===== config.mk =====
export PLATFORM = sky130hd
export DESIGN_NAME = serial_port_status_flags
export DESIGN_NICKNAME = d
export VERILOG_FILES = /design/src/serial_flags_pkg.sv /design/src/serial_tx_shifter.sv /design/src/serial_port_status_flags.sv
export VERILOG_INCLUDE_DIRS = /design/src /design/src/src
export SDC_FILE = /design/constraint.sdc
export NUM_CORES = 1
export LEC_CHECK = 0
export ABC_AREA = 1
export BUFFER_PORTS_ARGS = -buffer_cell sky130_fd_sc_hd__buf_2
export CORE_ASPECT_RATIO = 1.2
export CORE_MARGIN = 2
export CORE_UTILIZATION = 58
export DETAILED_ROUTE_END_ITERATION = 7
export PLACE_DENSITY = 0.87
export SLEW_MARGIN = 20
export SYNTH_ARGS = -nofsm -noshare
export SYNTH_HDL_FRONTEND = slang
export SYNTH_HIERARCHICAL = 1
export SYNTH_SLANG_ARGS = --single-unit
export TNS_END_PERCENT = 5

===== constraint.sdc =====
create_clock -name clk_sys -period 2.4 [get_ports clk_sys]
set_input_delay 0.48 -clock clk_sys [delete_from_list [all_inputs] [get_ports clk_sys]]
set_output_delay 0.48 -clock clk_sys [all_outputs]
set_load 0.03 [all_outputs]

===== src/serial_flags_params.svh =====
// Offsets, field positions, reset values and bit-timing counts of the serial status block.
// Holds definitions only; included by both module files of the block.
`ifndef SERIAL_FLAGS_PARAMS_SVH
`define SERIAL_FLAGS_PARAMS_SVH
`define OFF_STATUS 4'h0
`define OFF_DATA 4'h4
`define OFF_CTRL 4'h8
`define ST_TX_BUFFER_EMPTY_FLAG 7
`define ST_TC 6
`define ST_RX_BUFFER_FULL_FLAG 5
`define ST_IDLE 4
`define ST_OR 3
`define ST_NF 2
`define ST_FE 1
`define ST_PF 0
`define STATUS_RST 8'hc0
`define RX_FLAG_MASK 8'h3f
`define CT_PT 0
`define CT_PE 1
`define CT_ILT 2
`define CT_M9 3
`define CT_SBK 4
`define CT_TE 5
`define CT_TIE 7
`define CTRL_RST 8'h00
`define CTRL_MASK 8'hbf
`define LAST_TICK 4'hf
`define START_WIN_LO 4'h3
`define BIT_WIN_LO 4'h7
`define BIT_DECIDE 4'h9
`define START_MAJ 3'h4
`define BIT_MAJ 3'h2
`define BIT_ALL 3'h3
`define DATA_LAST_8 4'h7
`define DATA_LAST_9 4'h8
`define IDLE_BITS_8 4'ha
`define IDLE_BITS_9 4'hb
`define TX_BITS_8 4'ha
`define TX_BITS_9 4'hb
`endif


===== src/serial_flags_pkg.sv =====
// Types shared by the serial status block and its transmit shifter.
// Compiled before any module that names them.
package serial_flags_pkg;
	typedef enum logic [1:0] {RX_IDLE, RX_START, RX_DATA, RX_STOP} rx_state_t;
	typedef enum logic [1:0] {TX_DATA, TX_PREAMBLE, TX_BREAK} tx_kind_t;
endpackage


===== src/serial_tx_shifter.sv =====
// Transmit shifter: sends one data, preamble or break frame, 16 sample ticks per bit.
// Assumes tick is a one-cycle pulse at sixteen times the bit rate.
`timescale 1ns/1ps
`default_nettype none
`include "serial_flags_params.svh"
module serial_tx_shifter (
	input wire logic clk_sys,
	input wire logic rst_n,
	input wire logic tick,
	input wire logic start,
	input wire serial_flags_pkg::tx_kind_t kind,
	input wire logic [7:0] data,
	input wire logic nine_bit,
	input wire logic parity_en,
	input wire logic parity_odd,
	output logic ready,
	output logic txd
);
	logic [10:0] frame_q;
	logic [10:0] load;
	logic [3:0] tick_q, bit_q, len_q;
	logic busy_q;
	wire [3:0] frame_len = nine_bit ? `TX_BITS_9 : `TX_BITS_8;
	wire par8 = ^data[6:0] ^ parity_odd;
	wire par9 = ^data ^ parity_odd;
	wire b7 = (parity_en && !nine_bit) ? par8 : data[7];
	// In eight-bit frames this slot is the stop bit: held high and shifted out last
	wire b8 = !nine_bit || !parity_en || par9;
	wire [10:0] data_frame = {1'b1, b8, b7, data[6:0], 1'b0};
	wire bit_end = busy_q && tick && tick_q == `LAST_TICK;
	wire last_bit = bit_q == len_q - 4'h1;

	assign ready = !busy_q;

	always_comb begin
		unique case (kind)
			serial_flags_pkg::TX_DATA: load = data_frame;
			serial_flags_pkg::TX_PREAMBLE: load = '1;
			serial_flags_pkg::TX_BREAK: load = '0;
			default: load = '1;
		endcase
	end

	always_ff @(posedge clk_sys) begin
		if (!rst_n) begin
			busy_q <= 1'b0;
			len_q <= `TX_BITS_8;
		end else if (start && !busy_q) begin
			busy_q <= 1'b1;
			len_q <= frame_len;
		end else if (bit_end && last_bit) begin
			busy_q <= 1'b0;
		end
	end

	always_ff @(posedge clk_sys) begin
		if (!rst_n) begin
			frame_q <= '1;
			txd <= 1'b1;
		end else if (start && !busy_q) begin
			frame_q <= load;
			txd <= load[0];
		end else if (bit_end) begin
			frame_q <= {1'b1, frame_q[10:1]};
			txd <= last_bit ? 1'b1 : frame_q[1];
		end
	end

	always_ff @(posedge clk_sys) begin
		if (!rst_n || (start && !busy_q)) begin
			tick_q <= 4'h0;
			bit_q <= 4'h0;
		end else if (busy_q && tick) begin
			tick_q <= tick_q + 4'h1;
			if (tick_q == `LAST_TICK)
				bit_q <= bit_q + 4'h1;
		end
	end
endmodule
`default_nettype wire


===== src/serial_port_status_flags.sv =====
// Serial port with its first status register, flag clearing sequences and Wishbone slave.
// Assumes a classic Wishbone master on clk_sys and an rxd line already synchronous to it.
// Function
// - Transmit-empty flag set at reset and when buffer moves into the shifter.
// - Transmit-empty clears only after status read showing it, then data write.
// - Transmit-complete set at reset and while empty buffer and nothing shifting.
// - Transmit-complete clears after status read, then data write, enable rise or break.
// - Receive-full flag set when a character enters the receive data register.
// - Receive-full clears after status read showing it, then data register read.
// - Idle flag set after line high one character time: 10 or 11 bits.
// - Idle type zero counts after start bit; one counts after stop bit only.
// - Idle clears by read sequence; sets once until next receive-full set.
// - Overrun set when new character finds previous unread; new character discarded.
// - Overrun clears after status read showing it, then data register read.
// - Seven start samples, three per bit; disagreement sets noise with receive-full.
// - Noise flag clears after status read then data register read.
// - Framing error set with receive-full when stop position samples zero.
// - Framing error clears after status read showing it, then data read.
// - Parity error set with receive-full when enabled parity bit mismatches.
// - Parity error clears after status read then data register read.
// - Status flags are read-only; status writes change nothing.
// - Transmit interrupt requested while transmit-empty set and its enable set.
// - Parity type zero even, one odd, counting all ones with parity.
`timescale 1ns/1ps
`default_nettype none
`include "serial_flags_params.svh"
module serial_port_status_flags #(
	parameter int SAMPLE_DIV = 54
) (
	input wire logic clk_sys,
	input wire logic rst_n,
	input wire logic cyc_i,
	input wire logic stb_i,
	input wire logic we_i,
	input wire logic [3:0] adr_i,
	input wire logic [3:0] sel_i,
	input wire logic [31:0] dat_i,
	output logic [31:0] dat_o,
	output logic ack_o,
	input wire logic rxd,
	output logic txd,
	output logic tx_irq
);
	localparam int DW = $clog2(SAMPLE_DIV);
	logic [DW-1:0] div_q;
	logic ack_q;
	logic [31:0] dat_q;
	logic [7:0] flags_q, arm_q, set_v, clr_ev, clr_v, ctrl_q, tx_buf_q, rx_data_q;
	logic buf_full_q, pend_pre_q, pend_brk_q, noise_q, idle_en_q;
	logic tx_ready;
	serial_flags_pkg::rx_state_t state_q, state_d;
	logic [3:0] cnt_q, bits_q, idle_tick_q, idle_bits_q;
	logic [2:0] vote_q;
	logic [8:0] shift_q;

	// Sample tick at sixteen times the bit rate
	wire tick = div_q == DW'(SAMPLE_DIV - 1);

	// Bus decode
	wire acc = cyc_i && stb_i && !ack_q;
	wire hit_st = adr_i == `OFF_STATUS;
	wire hit_dat = adr_i == `OFF_DATA;
	wire hit_ctl = adr_i == `OFF_CTRL;
	wire st_rd = acc && !we_i && hit_st && sel_i[0];
	wire st_wr = acc && we_i && hit_st && sel_i[0];
	wire dat_rd = acc && !we_i && hit_dat && sel_i[0];
	wire dat_wr = acc && we_i && hit_dat && sel_i[0];
	wire ctl_wr = acc && we_i && hit_ctl && sel_i[0];
	wire te_rise = ctl_wr && dat_i[`CT_TE] && !ctrl_q[`CT_TE];
	wire sbk_wr = ctl_wr && dat_i[`CT_SBK];
	wire [7:0] rd_byte = hit_st ? flags_q : hit_dat ? rx_data_q : hit_ctl ? ctrl_q : 8'h00;
	wire m9 = ctrl_q[`CT_M9];

	assign dat_o = dat_q;
	assign ack_o = ack_q;
	assign tx_irq = ctrl_q[`CT_TIE] && flags_q[`ST_TX_BUFFER_EMPTY_FLAG];

	// Transmit side: breaks go first, then a queued preamble, then buffered data
	wire tx_start = ctrl_q[`CT_TE] && tx_ready && (pend_brk_q || pend_pre_q || buf_full_q);
	wire serial_flags_pkg::tx_kind_t tx_kind = pend_brk_q ? serial_flags_pkg::TX_BREAK :
		pend_pre_q ? serial_flags_pkg::TX_PREAMBLE : serial_flags_pkg::TX_DATA;
	wire tx_xfer = tx_start && tx_kind == serial_flags_pkg::TX_DATA;
	// A start event in this cycle makes the transmitter busy, so it must not re-set the flag
	wire tc_set = flags_q[`ST_TX_BUFFER_EMPTY_FLAG] && tx_ready && !buf_full_q && !pend_pre_q && !pend_brk_q &&
		!dat_wr && !te_rise && !sbk_wr;

	serial_tx_shifter tx_u (
		.clk_sys(clk_sys),
		.rst_n(rst_n),
		.tick(tick),
		.start(tx_start),
		.kind(tx_kind),
		.data(tx_buf_q),
		.nine_bit(m9),
		.parity_en(ctrl_q[`CT_PE]),
		.parity_odd(ctrl_q[`CT_PT]),
		.ready(tx_ready),
		.txd(txd)
	);

	// Receive sampling and voting
	wire rx_busy = state_q != serial_flags_pkg::RX_IDLE;
	wire is_start = state_q == serial_flags_pkg::RX_START;
	wire in_win = (cnt_q >= (is_start ? `START_WIN_LO : `BIT_WIN_LO)) && cnt_q <= `BIT_DECIDE;
	wire [2:0] ones = vote_q + {2'b00, rxd};
	wire decide = tick && rx_busy && cnt_q == `BIT_DECIDE;
	wire bit_val = ones >= (is_start ? `START_MAJ : `BIT_MAJ);
	wire noisy = ones != 3'h0 && (is_start || ones != `BIT_ALL);
	wire bit_last = tick && cnt_q == `LAST_TICK;
	wire last_data = bits_q == (m9 ? `DATA_LAST_9 : `DATA_LAST_8);
	wire xfer = decide && state_q == serial_flags_pkg::RX_STOP;
	wire [7:0] rx_byte = m9 ? shift_q[7:0] : shift_q[8:1];
	wire par = m9 ? ^shift_q : ^shift_q[8:1];
	wire par_err = ctrl_q[`CT_PE] && (par != ctrl_q[`CT_PT]);
	// A clear in the same cycle frees the register, so the new character is kept
	wire rx_buffer_full_flag_busy = flags_q[`ST_RX_BUFFER_FULL_FLAG] && !clr_v[`ST_RX_BUFFER_FULL_FLAG];
	wire load_ev = xfer && !rx_buffer_full_flag_busy;
	wire overrun_ev = xfer && rx_buffer_full_flag_busy;

	// Idle line counting
	wire data_or_stop = state_q == serial_flags_pkg::RX_DATA || state_q == serial_flags_pkg::RX_STOP;
	wire idle_cnt_en = rxd && (!rx_busy || (!ctrl_q[`CT_ILT] && data_or_stop));
	wire [3:0] idle_need = m9 ? `IDLE_BITS_9 : `IDLE_BITS_8;
	wire idle_full = idle_bits_q == idle_need;
	wire idle_ev = idle_en_q && idle_full;

	always_comb begin
		set_v = 8'h00;
		set_v[`ST_TX_BUFFER_EMPTY_FLAG] = tx_xfer;
		set_v[`ST_TC] = tc_set;
		set_v[`ST_RX_BUFFER_FULL_FLAG] = load_ev;
		set_v[`ST_IDLE] = idle_ev;
		set_v[`ST_OR] = overrun_ev;
		set_v[`ST_NF] = load_ev && (noise_q || noisy);
		set_v[`ST_FE] = load_ev && !bit_val;
		set_v[`ST_PF] = load_ev && par_err;
	end

	always_comb begin
		clr_ev = {8{dat_rd}} & `RX_FLAG_MASK;
		clr_ev[`ST_TX_BUFFER_EMPTY_FLAG] = dat_wr;
		clr_ev[`ST_TC] = dat_wr || te_rise || sbk_wr;
	end
	assign clr_v = arm_q & clr_ev;

	always_comb begin
		state_d = state_q;
		unique case (state_q)
			serial_flags_pkg::RX_IDLE: begin
				if (tick && !rxd)
					state_d = serial_flags_pkg::RX_START;
			end
			serial_flags_pkg::RX_START: begin
				if (decide && bit_val)
					state_d = serial_flags_pkg::RX_IDLE;
				else if (bit_last)
					state_d = serial_flags_pkg::RX_DATA;
			end
			serial_flags_pkg::RX_DATA: begin
				if (bit_last && last_data)
					state_d = serial_flags_pkg::RX_STOP;
			end
			serial_flags_pkg::RX_STOP: begin
				if (decide)
					state_d = serial_flags_pkg::RX_IDLE;
			end
		endcase
	end

	always_ff @(posedge clk_sys) begin
		if (!rst_n || tick)
			div_q <= '0;
		else
			div_q <= div_q + DW'(1);
	end

	always_ff @(posedge clk_sys) begin
		if (!rst_n) begin
			ack_q <= 1'b0;
			dat_q <= 32'h0000_0000;
			ctrl_q <= `CTRL_RST;
		end else begin
			ack_q <= acc;
			if (acc && !we_i)
				dat_q <= {24'h00_0000, rd_byte};
			if (ctl_wr)
				ctrl_q <= dat_i[7:0] & `CTRL_MASK;
		end
	end

	// Status writes reach neither flags nor arms
	always_ff @(posedge clk_sys) begin
		if (!rst_n) begin
			flags_q <= `STATUS_RST;
			arm_q <= 8'h00;
		end else begin
			flags_q <= (flags_q & ~clr_v) | set_v;
			arm_q <= st_rd ? flags_q : (arm_q & ~clr_v);
		end
	end

	always_ff @(posedge clk_sys) begin
		if (!rst_n) begin
			buf_full_q <= 1'b0;
			pend_pre_q <= 1'b0;
			pend_brk_q <= 1'b0;
		end else begin
			buf_full_q <= dat_wr || (buf_full_q && !tx_xfer);
			pend_pre_q <= te_rise || (pend_pre_q && !(tx_start && tx_kind == serial_flags_pkg::TX_PREAMBLE));
			pend_brk_q <= sbk_wr || (pend_brk_q && !(tx_start && tx_kind == serial_flags_pkg::TX_BREAK));
		end
	end

	always_ff @(posedge clk_sys) begin
		if (!rst_n)
			tx_buf_q <= 8'h00;
		else if (dat_wr)
			tx_buf_q <= dat_i[7:0];
	end

	always_ff @(posedge clk_sys) begin
		if (!rst_n) begin
			state_q <= serial_flags_pkg::RX_IDLE;
			cnt_q <= 4'h0;
			vote_q <= 3'h0;
		end else begin
			state_q <= state_d;
			cnt_q <= !rx_busy ? 4'h0 : tick ? cnt_q + 4'h1 : cnt_q;
			if (!rx_busy || decide || bit_last)
				vote_q <= 3'h0;
			else if (tick && in_win)
				vote_q <= ones;
		end
	end

	always_ff @(posedge clk_sys) begin
		if (!rst_n || state_q != serial_flags_pkg::RX_DATA)
			bits_q <= 4'h0;
		else if (bit_last)
			bits_q <= bits_q + 4'h1;
	end

	always_ff @(posedge clk_sys) begin
		if (!rst_n) begin
			shift_q <= 9'h000;
			noise_q <= 1'b0;
			rx_data_q <= 8'h00;
		end else begin
			if (decide && state_q == serial_flags_pkg::RX_DATA)
				shift_q <= {bit_val, shift_q[8:1]};
			if (!rx_busy)
				noise_q <= 1'b0;
			else if (decide && noisy && !(is_start && bit_val))
				noise_q <= 1'b1;
			if (load_ev)
				rx_data_q <= rx_byte;
		end
	end

	// Any low sample restarts the count, so a glitch cannot fake an idle line
	always_ff @(posedge clk_sys) begin
		if (!rst_n || !idle_cnt_en)
			{idle_bits_q, idle_tick_q} <= 8'h00;
		else if (tick && !idle_full)
			{idle_bits_q, idle_tick_q} <= {idle_bits_q, idle_tick_q} + 8'h01;
	end

	always_ff @(posedge clk_sys) begin
		if (!rst_n)
			idle_en_q <= 1'b0;
		else if (load_ev)
			idle_en_q <= 1'b1;
		else if (idle_ev)
			idle_en_q <= 1'b0;
	end
endmodule
`default_nettype wire


# After elaboration in Yosys (flattened, before gate mapping)

Cells that the tools add are included.

Add/subtract/negate cells: 8
$lt $le $gt $ge: 3
Equality and inequality tests: 21
Mux-type cells: 29
Bitwise operators: 8
Reductions and logical operators: 121

Operators with widths:

| operator                                      | count |
|---|---|
| logical AND 1 bit                             | 61 |
| two-way mux 8 bit                             | 5 |
| logical NOT 1 bit                             | 25 |
| AND 8 bit                                     | 3 |
| two-way mux 11 bit                            | 2 |
| case mux 11 bit (2 select lines)              | 1 |
| logical OR 1 bit                              | 19 |
| adder 4 x 1 -> 4 bit (second input constant)  | 4 |
| equality test 4 bit (second input constant)   | 4 |
| parity 8 bit                                  | 2 |
| equality test 4 bit                           | 3 |
| two-way mux 2 bit                             | 6 |
| two-way mux 1 bit                             | 11 |
| parity 9 bit                                  | 1 |
| adder 8 x 1 -> 8 bit (second input constant)  | 1 |
| inequality test 2 bit (second input constant) | 4 |
| inverter 8 bit                                | 1 |
| OR 8 bit                                      | 1 |
| case mux 2 bit (4 select lines)               | 1 |
| nonzero test 2 bit                            | 4 |
| parity 7 bit                                  | 1 |
| adder 6 x 1 -> 6 bit (second input constant)  | 1 |
| equality test 2 bit (second input constant)   | 3 |
| equality test 6 bit (second input constant)   | 1 |
| 20 further kinds                              | 25 |

Bits in registers: 114
Bits of input ports: 46
Output and inout bits: 35

# Depth between registers and ports, before layout

Gate-level depths: netlist of the first run.

Word-level depth: 16
Mapped depth: 14
Depth with buffers taken out: 14

# Cells and area by module

The synthesis of the first run kept the hierarchy.

By module, submodules not included:

| module                   | times used | cells each | area each (um2) | sequential area each (um2) |
|---|---|---|---|---|
| serial_port_status_flags | 1          | 615        | 4418.0          | 1781.7 |
| serial_tx_shifter        | 1          | 204        | 1291.2          | 420.4 |

# Least setup slack after synthesis of the first run

OpenSTA, ideal clock, no wires.

Kind: input -> register
From: input port rxd
To: register with a tool-made name
Setup time: 0.070 ns
Data arrival time: 2.159 ns
Required time: 2.330 ns
Slack: 0.170 ns
Cell stages on the path: 12
Path buffers: 0
Cells stage by stage: ha_1 -> ha_1 -> xor2_1 -> ha_1 -> inv_1 -> o21bai_1 -> o21bai_1 -> a21oi_1 -> a21oi_1 -> nand3_1 -> nand2_1 -> a21oi_1

RTL lines:

| item               | RTL line                       | text |
|---|---|---|
| start: declaration | serial_port_status_flags.sv:40 | `input wire logic rxd,` |

==> results.yml, run 1 <==
yosys:
  syn_area_mm2: 0.00571
  synth-edff-count: 0
  synth_seq_cells: 110
  ys_types: 48
  seq_area_frac_synth_pct: 38.6
  async_flop_share_pct: 0
  synthFlopType: "dfxtp_1"
  yosysWarnings: 6
  syn_area_per_cell_um2: 6.97
  syn_inst: 819
floorplanning:
  core_mm2: 0.00956
  die_area_mm2: 0.0107
  fp-row-count: 39
  fp.dieH_um: 113
  start_util_pct: 59.7
  pin_count: 81
  dieWidth_um: 94.6
power_and_ir_drop:
  powerDensity_mw_per_mm2: 555
  finalPower_mw: 3.43
  ir_drop_mv: 0.355
  p_leak_nw: 2.66
global_routing:
  grt_max_degree: 28
  grt.overflow.total: 0
  grt_use_total_pct: 24.4
  grt_pass1_wl_um: 20900
  grt_pass1_vias: 4786
  antenna_found_initial: 0
clock_network:
  clockBufferDepth: 2
  cts_tree: "yes"
  cts_root_buffer: "clkbuf_16"
  cts_made_buffers: 9
  postCtsSetupBuffers: 0
  ctsHoldBuffers: 0
  clk_latency_ps: 340
  post_cts_resize_count: 0
  cts.sinks: 110
  htreeDepth: 3
  clk_pin_slew_ps: 70
detailed_routing:
  wl_per_cell_um: 12.8
  remaining_drc_errors: 0
  via_per_inst: 5.31
  first_iter_violations: 322
  ant_nets: 0
  drt_wl_total_um: 12500
  num_vias: 5203
  dr.pass1.iters: 5
sta:
  rsz0062_at_grt: "false"
  setup_tns_ps: 0
  fin_crit_ps: 2110
  fin_skew_ps: 8.29
  period_share_pct: 87.8
  hold_violations: 0
  slew_violations: 0
  tightest_slew_ps: 746
  finalSetupViolations: 0
  fmax_mhz: 475
  slew-limit-headroom_pct: 50.2
outcome:
  outcome: "finished clean"
critical_path:
  crit_path_max_incr_delay_ps: 400
  critical_path.max_fanout: 5
  crit_required_ps: 2630
  critPathLaunchType: "register"
  end_kind: "register"
  cpLargestDelayFamily: "compound AO/OA/AOI/OAI gates"
  worstPathCellList: "inv_1 -> nor2_1 -> inv_1 -> ha_1 -> inv_1 -> o21bai_1 -> o21bai_1 -> a21oi_1 -> a21oi_1 -> nand3_1 -> nand2_1 -> a21oi_1"
  cp.arrival_ps: 2330
  cp_slowest_cell: "dfxtp_1"
  crit_type: "register to register"
  path_buf_inv: 3
layout:
  syn_to_final_growth_pct: 8.17
  nets: 912
  drive_gt1_share_pct: 10.2
  antenna_cells: 0
worst_hold_path:
  min_path_type: "primary input to register"
placed_design:
  dpl.hpwl_um: 9250
  numPortBuffers: 29
  finalWeightedCongestion: 0.915
run:
  maxCapViolations: 0
-- layer usage --
metal / global-route usage [%] / vias to the layer above / wire length (um) / part of all wire (%)
li1: - / 2682 / - / -
met1: 29.2 / 2361 / 5270 / 42
met2: 43.0 / 130 / 6310 / 50
met3: 4.09 / 30 / 558 / 4.5
met4: 9.95 / 0 / 376 / 3.0
met5: 0 / - / 0 / 0
-- synthesized netlist by cell type, types with 4 or more instances --
| cell | number | share of area [%] |
|---|---|---|
| nand4_1 | 7 | 0.77 |
| nor3_1 | 10 | 0.88 |
| nor2_4 | 5 | 0.99 |
| ha_1 | 14 | 3.1 |
| dfxtp_1 | 110 | 39 |
| inv_1 | 89 | 5.9 |
| xnor2_1 | 5 | 0.77 |
| nand2_1 | 197 | 13 |
| nand2_2 | 4 | 0.44 |
| clkbuf_1 | 10 | 0.66 |
| xor2_1 | 8 | 1.2 |
| nand3_1 | 38 | 3.3 |
| buf_4 | 24 | 3.2 |
| inv_2 | 6 | 0.39 |
| o21ai_0 | 88 | 7.7 |
| a21oi_1 | 86 | 7.5 |
| nor2_1 | 70 | 4.6 |
-- sequential cells by signal (all words and copies together), names as in the netlist, 6 cells and up, named ones only --
| signal | cells |
|---|---|
| shift_q | 9 |
| div_q | 6 |
| ctrl_q | 7 |
| flags_q | 8 |
| dat_o | 8 |
| rx_data_q | 8 |
| arm_q | 8 |
| tx_buf_q | 8 |
| tx_u/frame_q | 10 |
-- worst min-delay path, stage by stage --
cell    delay (ps)
buf_2          100
nor2_1          50
nor2_1          80
-- final cells by class --
type                    instances  area [um^2]
clock buffers                  11          243
well taps                     123          154
clock inverters                 4         32.5
multi-input cells             592         2930
fillers                       874         3390
inverters                      97          374
repair buffers                 42          243
flip-flops and latches        110         2200
-- path summary, 6_finish.rpt --
| kind | depth (start not counted) | start | slack, ps | end |
|---|---|---|---|---|
| hold reg to reg | 2 | tx_u/frame_q[3] | 460 | tx_u/frame_q[3] |
| setup reg to reg | 12 | state_q[0] | 290 | register |
| setup / recovery | 12 | state_q[0] | 290 | register |
| hold / removal | 3 | dat_i[5] | 400 | tx_buf_q[5] |
-- kinds of logic after synthesis --
logic type	count (synthesis)	synth area share [%]
buffers and inverters	140	11.7
and+or+nand+nor	348	26.6
xor gates and xnor gates	13	1.99
DFF	110	38.6
AOI/OAI and AO/OA	193	18.1
other	1	0.0657
adders and majority gates	14	3.07
-- where the power goes --
group          internal [mW]  switching, mW  total, mW
clock network          0.733          0.662       1.40
registers               1.84         0.0104       1.85
logic                 0.0417          0.143      0.184
total                   2.61          0.815       3.43
-- placed cells by master, fill, tap and decap left out, drive strengths merged, types with 2 or more instances in the layout --
master / n
a21oi: 88
buf: 42
clkbuf: 11
clkinv: 2
clkinvlp: 2
conb: 24
dfxtp: 110
ha: 14
inv: 97
nand2: 202
nand3: 38
nand4: 8
nor2: 77
nor3: 13
nor3b: 2
nor4: 3
o211ai: 5
o21a: 3
o21ai: 89
o21bai: 2
or2: 3
xnor2: 5
xor2: 8
-- metrics by stage --
stage               cell area [um^2]  setup WS [ps]  utilization (%)  hold WS (ps)  cells
CTS                             6180            346             64.6           401    979
global route                    6180            129             64.6           409    979
detailed placement              5900           26.8             61.7           443    964
global placement                5900           86.8             61.7           439    964
floorplan                       5800            170                -           424    842
finish                          6180            294             64.6           404    979
Power figures use the tool's default switching activity.
==> inputs of run 2 (changes only) <==
Settings changed: BUFFER_PORTS_ARGS -buffer_cell sky130_fd_sc_hd__buf_2 to -buffer_cell sky130_fd_sc_hd__buf_4, RECOVER_POWER set to 25.
==> run 2 against run 1 <==
Via count decreased by 0.69%. Non-clock buffer count decreased by 1. Sequential cell count unchanged. Global-route usage decreased by 0.073 points. Die area unchanged. Combinational power about the same. Clock power increased by 14%. Critical path depth unchanged. Setup slack improved by 8.0 ps. Total power increased by 5.8%. First-iteration DRC count decreased by 6.5%. Sequential power about the same.
==> results.yml, run 2 (same netlist as run 1, synthesis figures left out) <==
layout:
  reg_top3: "tx_u/frame_q (10), shift_q (9)"
  nets: 911
  layout_commonest_cell: "nand2_1"
  largest_register: "tx_u/frame_q"
  layout_common_cells: "197 x nand2_1, 110 x dfxtp_1, 89 x inv_1"
  syn_to_final_growth_pct: 9.31
  drive_gt1_share_pct: 8.64
  fillers: 869
  antenna_cells: 0
  largest_register_ffs: 10
  fin_cells: 979
clock_network:
  clockBufferDepth: 2
  clk_pin_slew_ps: 70
  postCtsSetupBuffers: 0
  cts_made_buffers: 9
  cts_root_buffer: "clkbuf_16"
  cts_tree: "yes"
  clk_latency_ps: 350
  post_cts_resize_count: 0
  ctsHoldBuffers: 0
  cts.sinks: 110
  htreeDepth: 3
sta:
  slew_violations: 0
  worst_slack_ps: 302
  slew-limit-headroom_pct: 28.0
  rsz0062_at_grt: "false"
  finalSetupViolations: 0
  setup_tns_ps: 0
  fmax_mhz: 477
  tightest_slew_ps: 1080
  period_share_pct: 87.4
  hold_violations: 0
  fin_crit_ps: 2100
  fin_skew_ps: 6.34
detailed_routing:
  remaining_drc_errors: 0
  wl_met1_um: 5330
  ant_nets: 0
  drt_wl_total_um: 12200
  num_vias: 5167
  met3WireLength_um: 490
  dr_wl_met2_um: 5950
  via_per_inst: 5.28
  wl_per_cell_um: 12.5
  top_layer_used: "met4"
  first_iter_violations: 301
  dr.pass1.iters: 5
critical_path:
  critical_path.max_fanout: 2
  crit_type: "register to register"
  critPathLaunchType: "register"
  end_kind: "register"
  cp.arrival_ps: 2290
  cp_slowest_cell: "dfxtp_1"
  reg2reg_from: "vote_q[0]"
  worstPathCellList: "ha_1 -> ha_1 -> xor2_1 -> ha_1 -> inv_1 -> o21bai_1 -> o21bai_1 -> a21oi_1 -> a21oi_1 -> nand3_1 -> nand2_1 -> a21oi_1"
  ff2ff_path_depth: 12
  crit_path_max_incr_delay_ps: 320
  crit_required_ps: 2590
  cp-startpoint: "vote_q[0]"
  r2r_slack_ps: 300
floorplanning:
  die_area_mm2: 0.0107
  core_mm2: 0.00956
  fp-row-count: 39
  start_util_pct: 59.7
  pin_count: 81
  dieWidth_um: 94.6
  fp.dieH_um: 113
worst_hold_path:
  min_path_type: "primary input to register"
  whs_path_depth: 3
global_routing:
  grt.overflow.total: 0
  grt_max_degree: 24
  grt_use_total_pct: 24.4
  grt_pass1_vias: 4712
  grt_pass1_wl_um: 20700
  antenna_found_initial: 0
power_and_ir_drop:
  powerDensity_mw_per_mm2: 581
  p_int_mw: 2.81
  power.switching_mw: 0.813
  ir_drop_mv: 0.342
  seq_power_share_pct: 50.9
  clockPowerShare_pct: 43.9
  swShare_pct: 22.4
  finalPower_mw: 3.63
  combPwrFrac_pct: 5.1
  p_leak_nw: 2.65
placed_design:
  numPortBuffers: 29
  placedCellCount: 963
  finalWeightedCongestion: 0.883
  dp_slack_ps: 60.9
  dpl.hpwl_um: 8990
outcome:
  outcome: "finished clean"
run:
  maxCapViolations: 0
[run 2: critical path: cells and delay by family, from the launching register on]
family	cells	cell delay, ps
buffers and inverters	1	50
DFF	1	320
xor gates and xnor gates	1	160
and+or+nand+nor	2	190
AOI/OAI and AO/OA	5	580
adders and majority gates	3	630
[run 2: metal layers]
layer / vias to the layer above / GRT usage [%]
met5: - / 0
met4: 0 / 11.9
met3: 36 / 3.76
met2: 119 / 40.8
met1: 2332 / 30.3
li1: 2680 / -
[run 2: power groups by stage]
| stage | Clock (mW) | Combinational (mW) | Sequential (mW) |
|---|---|---|---|
| global route | 1.70 | 0.203 | 1.85 |
| finish | 1.59 | 0.186 | 1.85 |
| global placement | 0 | 0.190 | 1.89 |
| CTS | 1.62 | 0.194 | 1.85 |
| detailed placement | 0 | 0.193 | 1.89 |
| floorplan | 0 | 0.149 | 1.90 |
[run 2: cell type report]
| cell class | count | area (um^2) | share of cell area (%) |
|---|---|---|---|
| multi-input combinational | 592 | 2930 | 46.9 |
| sequential | 110 | 2200 | 35.3 |
| inverter | 97 | 374 | 5.99 |
| clock buffer | 13 | 280 | 4.49 |
| timing repair buffer | 41 | 255 | 4.09 |
| tap | 123 | 154 | 2.47 |
| clock inverter | 3 | 47.5 | 0.762 |
[run 2: per-stage QoR]
stage                     util [%]  cell area, um^2  hold WS [ps]
after floorplan                  -             5800           424
final                         65.3             6240           366
after CTS                     65.8             6290           364
after detailed placement      62.4             5970           446
after global routing          65.3             6240           383
after global placement        62.4             5970           442
[run 2: worst min path at each step]
stage	start	to
finish	dat_i[0]	tx_buf_q[0]
global route	dat_i[2]	tx_buf_q[2]
CTS	dat_i[0]	tx_buf_q[0]
detailed placement	tx_u/frame_q[2]	tx_u/frame_q[2]
global placement	tx_u/frame_q[2]	tx_u/frame_q[2]
floorplan	tx_u/frame_q[2]	tx_u/frame_q[2]
